--- src/design/tma_pkg.sv ---
// constants, field layouts and state record of the transmit address bank
// assumes an 8-bit host register port and one core clock of 100 MHz
//
// What this block does
// RULE_01 - hold one transmit address per channel, four
// RULE_02 - channel-select write moves the assignment pointer
// RULE_03 - address write goes to pointed channel
// RULE_04 - host programs unique addresses 0x00 to 0x1e
// RULE_05 - host never programs 0x1f as address
// RULE_06 - transmit assignment leaves receive address untouched
// RULE_07 - sample bus each clock edge, drive on match
// RULE_08 - 0x1f is null, never drives cell-available; in single-phy mode the code drives it for any address
// RULE_09 - control byte 0 bit 6 enables multi-phy
// RULE_10 - other channels keep their assigned addresses
package tma_pkg;

  // ----------------------------------------------------------------
  // register map
  // ----------------------------------------------------------------
  localparam int unsigned        ADDR_W        = 12;
  localparam logic [11:0]        OFS_TX_CTRL0  = 12'h483; // control byte 0
  localparam logic [11:0]        OFS_TX_ADDR   = 12'h593; // address value
  localparam logic [11:0]        OFS_TX_SELECT = 12'h597; // channel select

  // ----------------------------------------------------------------
  // field layout and reset values
  // ----------------------------------------------------------------
  localparam int unsigned        FIELD_W       = 5;     // [4:0] fields
  localparam int unsigned        MULTI_PHY_BIT = 6;     // ctrl0 mode bit
  localparam int unsigned        CHAN_NUM      = 4;     // channels
  localparam int unsigned        CHAN_W        = 2;     // channel index
  localparam logic [4:0]         NULL_ADDR     = 5'h1f; // owns no phy
  localparam logic [7:0]         CTRL0_RST     = 8'hcc; // unknowns as 0
  localparam logic [4:0]         SELECT_RST    = 5'h00;
  localparam logic [4:0]         CHAN_ADDR_RST = 5'h1f; // unassigned
  localparam logic [7:0]         RDATA_IDLE    = 8'h00; // unmapped reads

  // ----------------------------------------------------------------
  // whole state of the bank, registered as one record
  // ----------------------------------------------------------------
  typedef struct packed {
    logic                        clk_s1;     // link clock, first stage
    logic                        clk_s2;     // link clock, second stage
    logic                        clk_s3;     // previous level, for edge
    logic [4:0]                  bus_s1;     // address bus, first stage
    logic [4:0]                  bus_s2;     // address bus, second stage
    logic [4:0]                  select;     // assignment pointer
    logic [3:0][4:0]             chan_addr;  // per-channel tx address
    logic [7:0]                  ctrl0;      // control byte 0
    logic [7:0]                  rdata;      // read data latch
    logic                        clav_out;   // cell-available level
    logic                        clav_oe;    // cell-available enable
  } tma_state_s;

endpackage

--- src/design/tma_bank.sv ---
// transmit multi-phy address bank: host registers plus poll response
// assumes host strobes on core_clk; the link clock and address bus are
// foreign and are synchronised here; fifo space flags are on core_clk
`timescale 1ns/1ps
`default_nettype none

module tma_bank (
  input  wire logic        core_clk,              // 100 MHz core clock
  input  wire logic        rstn,                  // sync reset, low
  input  wire logic [11:0] reg_addr,              // register offset
  input  wire logic        reg_wr,                // write strobe
  input  wire logic        reg_rd,                // read strobe
  input  wire logic [7:0]  reg_wdata,             // write data
  output logic      [7:0]  reg_rdata,             // read data
  input  wire logic [3:0]  tx_fifo_space,         // room for a cell
  input  wire logic        tx_interface_clock,    // link clock pin
  input  wire logic [4:0]  tx_phy_address_bus,    // poll address pins
  output logic             tx_cell_available_out, // cell-available level
  output logic             tx_cell_available_oe,  // high while driving
  output logic             multi_phy_mode         // mode bit in use
);

  // ----------------------------------------------------------------
  // state and helpers
  // ----------------------------------------------------------------
  tma_pkg::tma_state_s q_r;     // registered state
  tma_pkg::tma_state_s q_nxt;   // next state
  logic                link_edge; // rising edge of link clock
  logic                hit;       // sampled address owned here
  logic [1:0]          hit_chan;  // owning channel

  // pointer values above three select no channel
  function automatic logic ptr_valid(input logic [4:0] p);
    ptr_valid = (p < 5'(tma_pkg::CHAN_NUM));
  endfunction

  // read value of the address register for the current pointer
  function automatic logic [7:0] addr_view(input tma_pkg::tma_state_s s);
    addr_view = tma_pkg::RDATA_IDLE;
    if (ptr_valid(s.select)) begin
      addr_view = {3'h0, s.chan_addr[s.select[1:0]]};
    end
  endfunction

  assign link_edge = q_r.clk_s2 & ~q_r.clk_s3;

  // ----------------------------------------------------------------
  // comparator
  // ----------------------------------------------------------------
  tma_addr_match u_match (
    .bus_addr  (q_r.bus_s2),
    .chan_addr (q_r.chan_addr),
    .hit       (hit),
    .chan      (hit_chan)
  );

  // ----------------------------------------------------------------
  // next state
  // ----------------------------------------------------------------
  always_comb begin
    q_nxt = q_r;
    // two-stage synchronisers for the pins
    q_nxt.clk_s1 = tx_interface_clock;
    q_nxt.clk_s2 = q_r.clk_s1;
    q_nxt.clk_s3 = q_r.clk_s2;
    q_nxt.bus_s1 = tx_phy_address_bus;
    q_nxt.bus_s2 = q_r.bus_s1;

    // host writes
    if (reg_wr) begin
      unique case (reg_addr)
        tma_pkg::OFS_TX_CTRL0: begin
          q_nxt.ctrl0 = reg_wdata; // RULE_09
        end
        tma_pkg::OFS_TX_SELECT: begin
          q_nxt.select = reg_wdata[4:0]; // RULE_02
        end
        tma_pkg::OFS_TX_ADDR: begin
          // only the pointed channel changes; receive side not here
          if (ptr_valid(q_r.select)) begin // RULE_10 RULE_06
            q_nxt.chan_addr[q_r.select[1:0]] = reg_wdata[4:0]; // RULE_03
          end
        end
        default: begin
          // unmapped writes are dropped
        end
      endcase
    end

    // host reads, answered one cycle after the strobe
    if (reg_rd) begin
      unique case (reg_addr)
        tma_pkg::OFS_TX_CTRL0:  q_nxt.rdata = q_r.ctrl0;
        tma_pkg::OFS_TX_SELECT: q_nxt.rdata = {3'h0, q_r.select};
        tma_pkg::OFS_TX_ADDR:   q_nxt.rdata = addr_view(q_r);
        default:                q_nxt.rdata = tma_pkg::RDATA_IDLE;
      endcase
    end

    // poll response, updated once per link clock rising edge
    if (link_edge) begin
      if (!q_r.ctrl0[tma_pkg::MULTI_PHY_BIT]) begin
        // single phy: always own the line, channel 0 space
        q_nxt.clav_oe  = 1'b1;
        q_nxt.clav_out = tx_fifo_space[0];
      end else if (hit) begin // RULE_07
        q_nxt.clav_oe  = 1'b1;
        q_nxt.clav_out = tx_fifo_space[hit_chan];
      end else begin // RULE_08
        q_nxt.clav_oe  = 1'b0;
        q_nxt.clav_out = 1'b0;
      end
    end
  end

  // ----------------------------------------------------------------
  // state register
  // ----------------------------------------------------------------
  always_ff @(posedge core_clk) begin
    if (!rstn) begin
      q_r <= '{clk_s1:    1'b0,
               clk_s2:    1'b0,
               clk_s3:    1'b0,
               bus_s1:    tma_pkg::NULL_ADDR,
               bus_s2:    tma_pkg::NULL_ADDR,
               select:    tma_pkg::SELECT_RST,
               chan_addr: {4{tma_pkg::CHAN_ADDR_RST}}, // RULE_01
               ctrl0:     tma_pkg::CTRL0_RST,
               rdata:     tma_pkg::RDATA_IDLE,
               clav_out:  1'b0,
               clav_oe:   1'b0};
    end else begin
      q_r <= q_nxt;
    end
  end

  // outputs straight from the state flops
  assign reg_rdata             = q_r.rdata;
  assign tx_cell_available_out = q_r.clav_out;
  assign tx_cell_available_oe  = q_r.clav_oe;
  assign multi_phy_mode        = q_r.ctrl0[tma_pkg::MULTI_PHY_BIT];
endmodule

`default_nettype wire

--- src/design/tma_addr_match.sv ---
// address comparator of the transmit address bank
// assumes a sampled bus address and the four programmed channel addresses
`timescale 1ns/1ps
`default_nettype none

module tma_addr_match (
  input  wire logic [4:0]       bus_addr,   // sampled bus address
  input  wire logic [3:0][4:0]  chan_addr,  // programmed addresses
  output logic                  hit,        // some channel owns it
  output logic [1:0]            chan        // owning channel
);

  // ----------------------------------------------------------------
  // compare against every channel, lowest channel wins a tie
  // ----------------------------------------------------------------
  always_comb begin
    hit  = 1'b0;
    chan = 2'h0;
    // null address never matches, even if wrongly programmed
    if (bus_addr != tma_pkg::NULL_ADDR) begin // RULE_08
      for (int i = tma_pkg::CHAN_NUM - 1; i >= 0; i--) begin
        if (chan_addr[i] == bus_addr) begin // RULE_07
          hit  = 1'b1;
          chan = i[1:0];
        end
      end
    end
  end

endmodule

`default_nettype wire

--- config.mk ---
export PLATFORM = sky130hd
export DESIGN_NAME = tma_bank
export DESIGN_NICKNAME = d
export VERILOG_FILES = /design/src/design/tma_pkg.sv /design/src/design/tma_bank.sv /design/src/design/tma_addr_match.sv
export SDC_FILE = /design/constraint.sdc
export NUM_CORES = 1
export LEC_CHECK = 0
export ABC_AREA = 1
export BUFFER_PORTS_ARGS = -buffer_cell sky130_fd_sc_hd__buf_2
export CAP_MARGIN = 20
export CORE_UTILIZATION = 51
export CTS_CLUSTER_SIZE = 12
export DETAILED_ROUTE_END_ITERATION = 16
export PLACE_DENSITY = 0.78
export REMOVE_ABC_BUFFERS = 1
export SYNTH_ARGS = -nofsm -noshare
export SYNTH_HDL_FRONTEND = slang
export SYNTH_HIERARCHICAL = 1
export SYNTH_SLANG_ARGS = --single-unit
--- constraint.sdc ---
create_clock -name core_clk -period 1.4 [get_ports core_clk]
set_input_delay 0.07 -clock core_clk [delete_from_list [all_inputs] [get_ports core_clk]]
set_output_delay 0.07 -clock core_clk [all_outputs]
set_load 0.01 [all_outputs]
Word level (Yosys, flattened, before mapping)
Cells that the tools add are included.
W data, S select, Z words.
{"block": "classes", "order_cmp": 4, "n_eq_ne": 8, "n_mux": 21, "bitwise": 2, "reduce_logical": 4}
{"operator": "$eq A12 B11 Y1 const B", "n": 3}
{"operator": "$pmux W8 S3", "n": 1}
{"operator": "$bwmux W20", "n": 1}
{"operator": "$eq A5 B5 Y1", "n": 4}
{"operator": "$mux W5", "n": 3}
{"operator": "$mux W2", "n": 7}
{"operator": "$bmux W5 S2", "n": 1}
{"operator": "$demux W5 S2", "n": 1}
{"operator": "$lt A2 B3 Y1 const B", "n": 2}
{"operator": "$mux W1", "n": 6}
{"operator": "$lt A5 B3 Y1 const B", "n": 1}
{"operator": "$ne A5 B5 Y1 const B", "n": 1}
{"operator": "$reduce_and A2 Y1", "n": 2}
{"operator": "$reduce_and A3 Y1", "n": 1}
{"operator": "$bmux W1 S2", "n": 1}
{"operator": "$ge A2 B1 Y1 const B", "n": 1}
{"operator": "$and A1 B1 Y1", "n": 1}
{"operator": "$logic_and A1 B1 Y1", "n": 1}
{"operator": "$not A1 Y1", "n": 1}
{"block": "word_totals", "reg_bits": 56, "inputBits": 34, "out_inout_bits": 11, "wordCells": 53}

Logic depth before layout (Yosys ltp)
{"block": "depth", "depth_word": 10, "mapped_depth": 14}

Modules after synthesis
The synthesis kept the hierarchy.
{"module": "tma_bank", "n_inst": 1, "cells_per_inst": 350, "area_each_um2": 2572.5, "seq_area_each_um2": 1121.1}
{"module": "tma_addr_match", "n_inst": 1, "cells_per_inst": 100, "area_each_um2": 427.9, "seq_area_each_um2": 0.0}

Worst setup path after synthesis
OpenSTA, ideal clock, no wires.
{"block": "synth_path", "path_type": "register to register", "from": "register q_r[44] (netlist bit)", "to": "register q_r, in the netlist tx_cell_available_out", "arrival_ps": 1369, "required_ps": 1281, "slack_ps": -88, "stages_incl_launch_ff": 13, "n_path_buf": 0, "period_less_slack_ps": 1488, "path_cell_list": "dfxtp_1 > inv_2 > nand2_1 > nand2_1 > nor2_2 > inv_1 > nor2_1 > nand2_1 > a21oi_2 > mux2i_1 > o22ai_1 > nand3_1 > a21oi_1"}
{"block": "synth_via", "elab_chain_len": 10, "elab_cells_between_ends": 19}
{"item": "from (decl)", "line_no": "tma_bank.sv:26", "rtl": "tma_pkg::tma_state_s q_r;"}
{"item": "from (signal assigned)", "line_no": "tma_bank.sv:121", "rtl": "q_r <= '{clk_s1: 1'b0,"}
{"item": "from (signal assigned)", "line_no": "tma_bank.sv:133", "rtl": "q_r <= q_nxt;"}
{"item": "$eq A5 B5 Y1", "line_no": "tma_addr_match.sv:22", "rtl": "if (chan_addr[i] == bus_addr) begin"}
{"item": "$mux W2 (4 in series)", "line_no": "tma_addr_match.sv:22"}
{"item": "$mux W2 *", "line_no": "tma_addr_match.sv:20", "rtl": "if (bus_addr != tma_pkg::NULL_ADDR) begin"}
{"item": "via hit_chan[0]", "line_no": "tma_bank.sv:30", "rtl": "logic [1:0] hit_chan;"}
{"item": "$bmux W1 S2 *", "line_no": "tma_bank.sv:108", "rtl": "q_nxt.clav_out = tx_fifo_space[hit_chan];"}
{"item": "$mux W1 (not written as such) *", "line_no": "tma_bank.sv:108"}
{"item": "$mux W2 *", "line_no": "tma_bank.sv:106", "rtl": "end else if (hit) begin"}
{"item": "$mux W2 *", "line_no": "tma_bank.sv:102", "rtl": "if (!q_r.ctrl0[tma_pkg::MULTI_PHY_BIT]) begin"}
The timed path passes the listed nets; every way through them passes the cells marked *. The select of a mux whose other input is x is not followed.
A chain may end at the register's enable or synchronous reset.

Worst setup path in the final report
{"block": "layout_path", "from": "register q_r[45] (netlist bit)", "to": "register q_r, in the netlist tx_cell_available_out"}
Same word-level chain as after synthesis.

==> impl_metrics.json <==
{
  "status": "finished, violations left",
  "violations": "setup timing",
  "synth_edf_count": 0,
  "grt_pass1_vias": 3009,
  "cp-start-kind": "register",
  "fp.coreArea_sq_mm": 0.00557,
  "drive_gt1_frac": 0.333,
  "clk_path_buf_depth": 2,
  "pre_cts_ws_ns": -0.242,
  "grt-ovfl-total": 0,
  "track_usage": 0.268,
  "relSlewSlack": 0.731,
  "tightest_slew_ns": 0.403,
  "area.growth.synth_to_final_pct": 28.8,
  "fin_util": 0.693,
  "ys.flop_type": "dfxtp_1",
  "cts_root_buf": "clkbuf_8",
  "crit_required_ns": 1.66,
  "io_pins": 45,
  "cts_tree": "yes",
  "ir_drop_mv": 0.844,
  "critical_path_class": "reg2reg",
  "wl_um": 8060,
  "layout_min_cycle_time_ns": 1.67,
  "synthTopCellsByCount": "153 x nand2_1, 56 x dfxtp_1, 46 x inv_1, 44 x nand3_1, 42 x nor2_1",
  "netlist_instances": 450,
  "num_rows": 27,
  "die_w_um": 78.7,
  "cap_violations": 0,
  "fin_crit_sh": 1.20,
  "avgRoutedWirePerCell_um": 13.2,
  "yosysMostFrequentCell": "nand2_1",
  "powerDensity_mw_per_mm2": 764,
  "gp_routability_congestion": 0.930,
  "slowest_delay_ns": 0.38,
  "crit_path_top_delay_cell": "dfxtp_4",
  "cts_buffers": 5,
  "h-tree-depth": 2,
  "arrival_ns": 1.94,
  "worstPathCellList": "buf_4 -> nand2_2 -> nand2_1 -> nor2_1 -> nand3_2 -> nand2_2 -> inv_1 -> nor2_2 -> o21ai_1 -> o22ai_1 -> nand3_1 -> a21oi_1",
  "p_int_w": 0.00214,
  "final_nets": 571,
  "synth_cell_types": 29,
  "seqPwrFrac": 0.548,
  "crit_fanout": 4,
  "drtIter0Drc": 165,
  "via_count": 3084,
  "grt_max_degree": 41,
  "nFillCells": 475,
  "clockPowerShare": 0.331,
  "antenna_found_initial": 0,
  "postRouteAntennaNets": 0,
  "synthTopCellsByArea": "dfxtp_1 37%, nand2_1 19%, nand3_1 7.3%, inv_1 5.8%, nor2_1 5.3%",
  "max_freq_mhz": 597,
  "setup_viol": 2,
  "synthArstFlopShare": 0,
  "synth_top_cell_area_share": 0.374,
  "dr.pass1.iters": 4,
  "port_buffers": 44,
  "syn_area_sq_mm": 0.00300,
  "avgSynthCellArea_sq_um": 6.67,
  "synth.ff_latch_count": 56,
  "hp-class": "in2reg",
  "slew_viol_final": 0,
  "finalWorstSetupSlack_ns": -0.274,
  "share_comb_of_total_power": 0.121,
  "initial_utilization": 0.538,
  "die_area_sq_mm": 0.00619,
  "clk_latency_ns": 0.32,
  "cts_sinks": 56,
  "end_kind": "register",
  "yosysSeqAreaShare": 0.374,
  "leakage_nw": 2.13,
  "drt-vias-per-instance": 5.06,
  "hold_viol_final": 0,
  "swShare": 0.277,
  "drc": 0,
  "synth_area_leader_cell": "dfxtp_1",
  "fin_worst_skew_ns": 0.00557,
  "hpwl_um": 5670,
  "antennaDiodeCount": 0,
  "yosysWarningCount": 6,
  "clk_pin_slew_worst_paths_ns": 0.11,
  "fp.dieH_um": 78.7,
  "rsz0062_at_grt": "true",
  "p_switching_w": 0.000819,
  "crit_top_cell": "nand2_2",
  "grt_pass1_wl_um": 12800
}
-- final timing paths --
kind,startpoint,to,slack [ns],cells past startpoint
max reg2reg,q_r[45],tx_cell_available_out,-0.27,12
min,tx_fifo_space[0],tx_cell_available_out,0.03,3
max,q_r[45],tx_cell_available_out,-0.27,12
min reg2reg,q_nxt[54],q_nxt[53],0.42,2
-- metal layers --
layer | global-route usage | routed length, um | vias up
li1 | - | - | 1555
met1 | 0.297 | 3310 | 1406
met2 | 0.484 | 3990 | 96
met3 | 0.0506 | 428 | 27
met4 | 0.139 | 330 | 0
met5 | 0 | 0 | -
-- cell families (layout without fill, tap and decap cells) --
| logic type | after synthesis | after routing | share of synthesized area |
|---|---|---|---|
| buffers and inverters | 74 | 162 | 0.106 |
| AOI/OAI and AO/OA | 31 | 31 | 0.0542 |
| DFF | 56 | 56 | 0.374 |
| muxes | 1 | 1 | 0.00334 |
| xor gates and xnor gates | 5 | 5 | 0.0146 |
| and+or+nand+nor | 283 | 283 | 0.448 |
-- area by class of cell --
cell class | count | area [sq um] | share of cell area
Clock buffer | 5 | 68.8 | 0.0178
Clock inverter | 3 | 28.8 | 0.00745
Inverter | 56 | 215 | 0.0557
Multi-Input combinational cell | 320 | 1650 | 0.427
Sequential cell | 56 | 1160 | 0.299
Tap cell | 72 | 90.1 | 0.0233
Timing Repair Buffer | 98 | 656 | 0.170
-- critical path, delay by kind of cell (launching register included) --
kind | cells | cell delay (ns)
buf+inv | 2 | 0.21
simple gates | 7 | 0.66
compound gates | 3 | 0.35
flops | 1 | 0.38
-- registers in the layout, summed over array words and instances (netlist names) --
| register | count |
|---|---|
| reg_rdata | 8 |
| tx_cell_available_out | 1 |
| multi_phy_mode | 1 |
| tx_cell_available_oe | 1 |
| q_nxt | 7 |
| q_r | 38 |
-- timing repair --
| action | in CTS | in global routing |
|---|---|---|
| buffers inserted | 1 | 3 |
| hold buffers | 9 | 0 |
| pin swaps | 3 | 28 |
| resized for setup | 13 | 40 |
| endpoints found under the hold margin | 9 | 0 |
| setup endpoints to repair | 2 | 10 |
-- metrics by stage --
| step | std cells | setup TNS [ns] | hold WS [ns] | area, sq um | power, W |
|---|---|---|---|---|---|
| 6_report | 610 | -0.360 | 0.0301 | 3860 | 0.00295 |
| 5_1_grt | 610 | -0.607 | 0.0526 | 3860 | 0.00307 |
| 3_3_place_gp | 589 | -0.172 | 0.254 | 3510 | 0.00194 |
| 2_1_floorplan | 432 | -0.0882 | 0.154 | 2890 | 0.00181 |
| 3_5_place_dp | 589 | -0.289 | 0.260 | 3510 | 0.00195 |
| 4_1_cts | 607 | -0.210 | 0.0436 | 3730 | 0.00294 |
-- layout by cell type, fill, tap and decap left out --
cell / count
nand2_1: 142
inv_1: 44
buf_2: 44
dfxtp_1: 44
buf_4: 43
nand3_1: 39
nor2_1: 38
nand2_2: 14
nor2_4: 12
a21oi_1: 12
o21ai_0: 11
or2_2: 10
inv_2: 9
dlygate4sd3_1: 9
dfxtp_4: 8
nor2_2: 6
nand2_4: 6
nand3_2: 6
nand4_1: 6
clkbuf_8: 5
o21ai_1: 4
dfxtp_2: 4
xnor2_1: 4
nor2_8: 2
inv_6: 2
buf_6: 2
inv_4: 2
or2_1: 1
a21oi_2: 1
clkinv_1: 1
nand3_4: 1
mux2i_1: 1
o22ai_1: 1
o211ai_1: 1
inv_8: 1
xor2_1: 1
a21oi_4: 1
-- power groups by stage --
stage	Clock [W]	Combinational [W]	Sequential (W)
floorplan	0	0.000138	0.00167
global placement	0	0.000275	0.00167
detailed placement	0	0.000283	0.00167
CTS	0.000994	0.000318	0.00163
global route	0.00106	0.000386	0.00162
finish	0.000978	0.000357	0.00162
No activity file was read; power rests on OpenSTA's default activity.
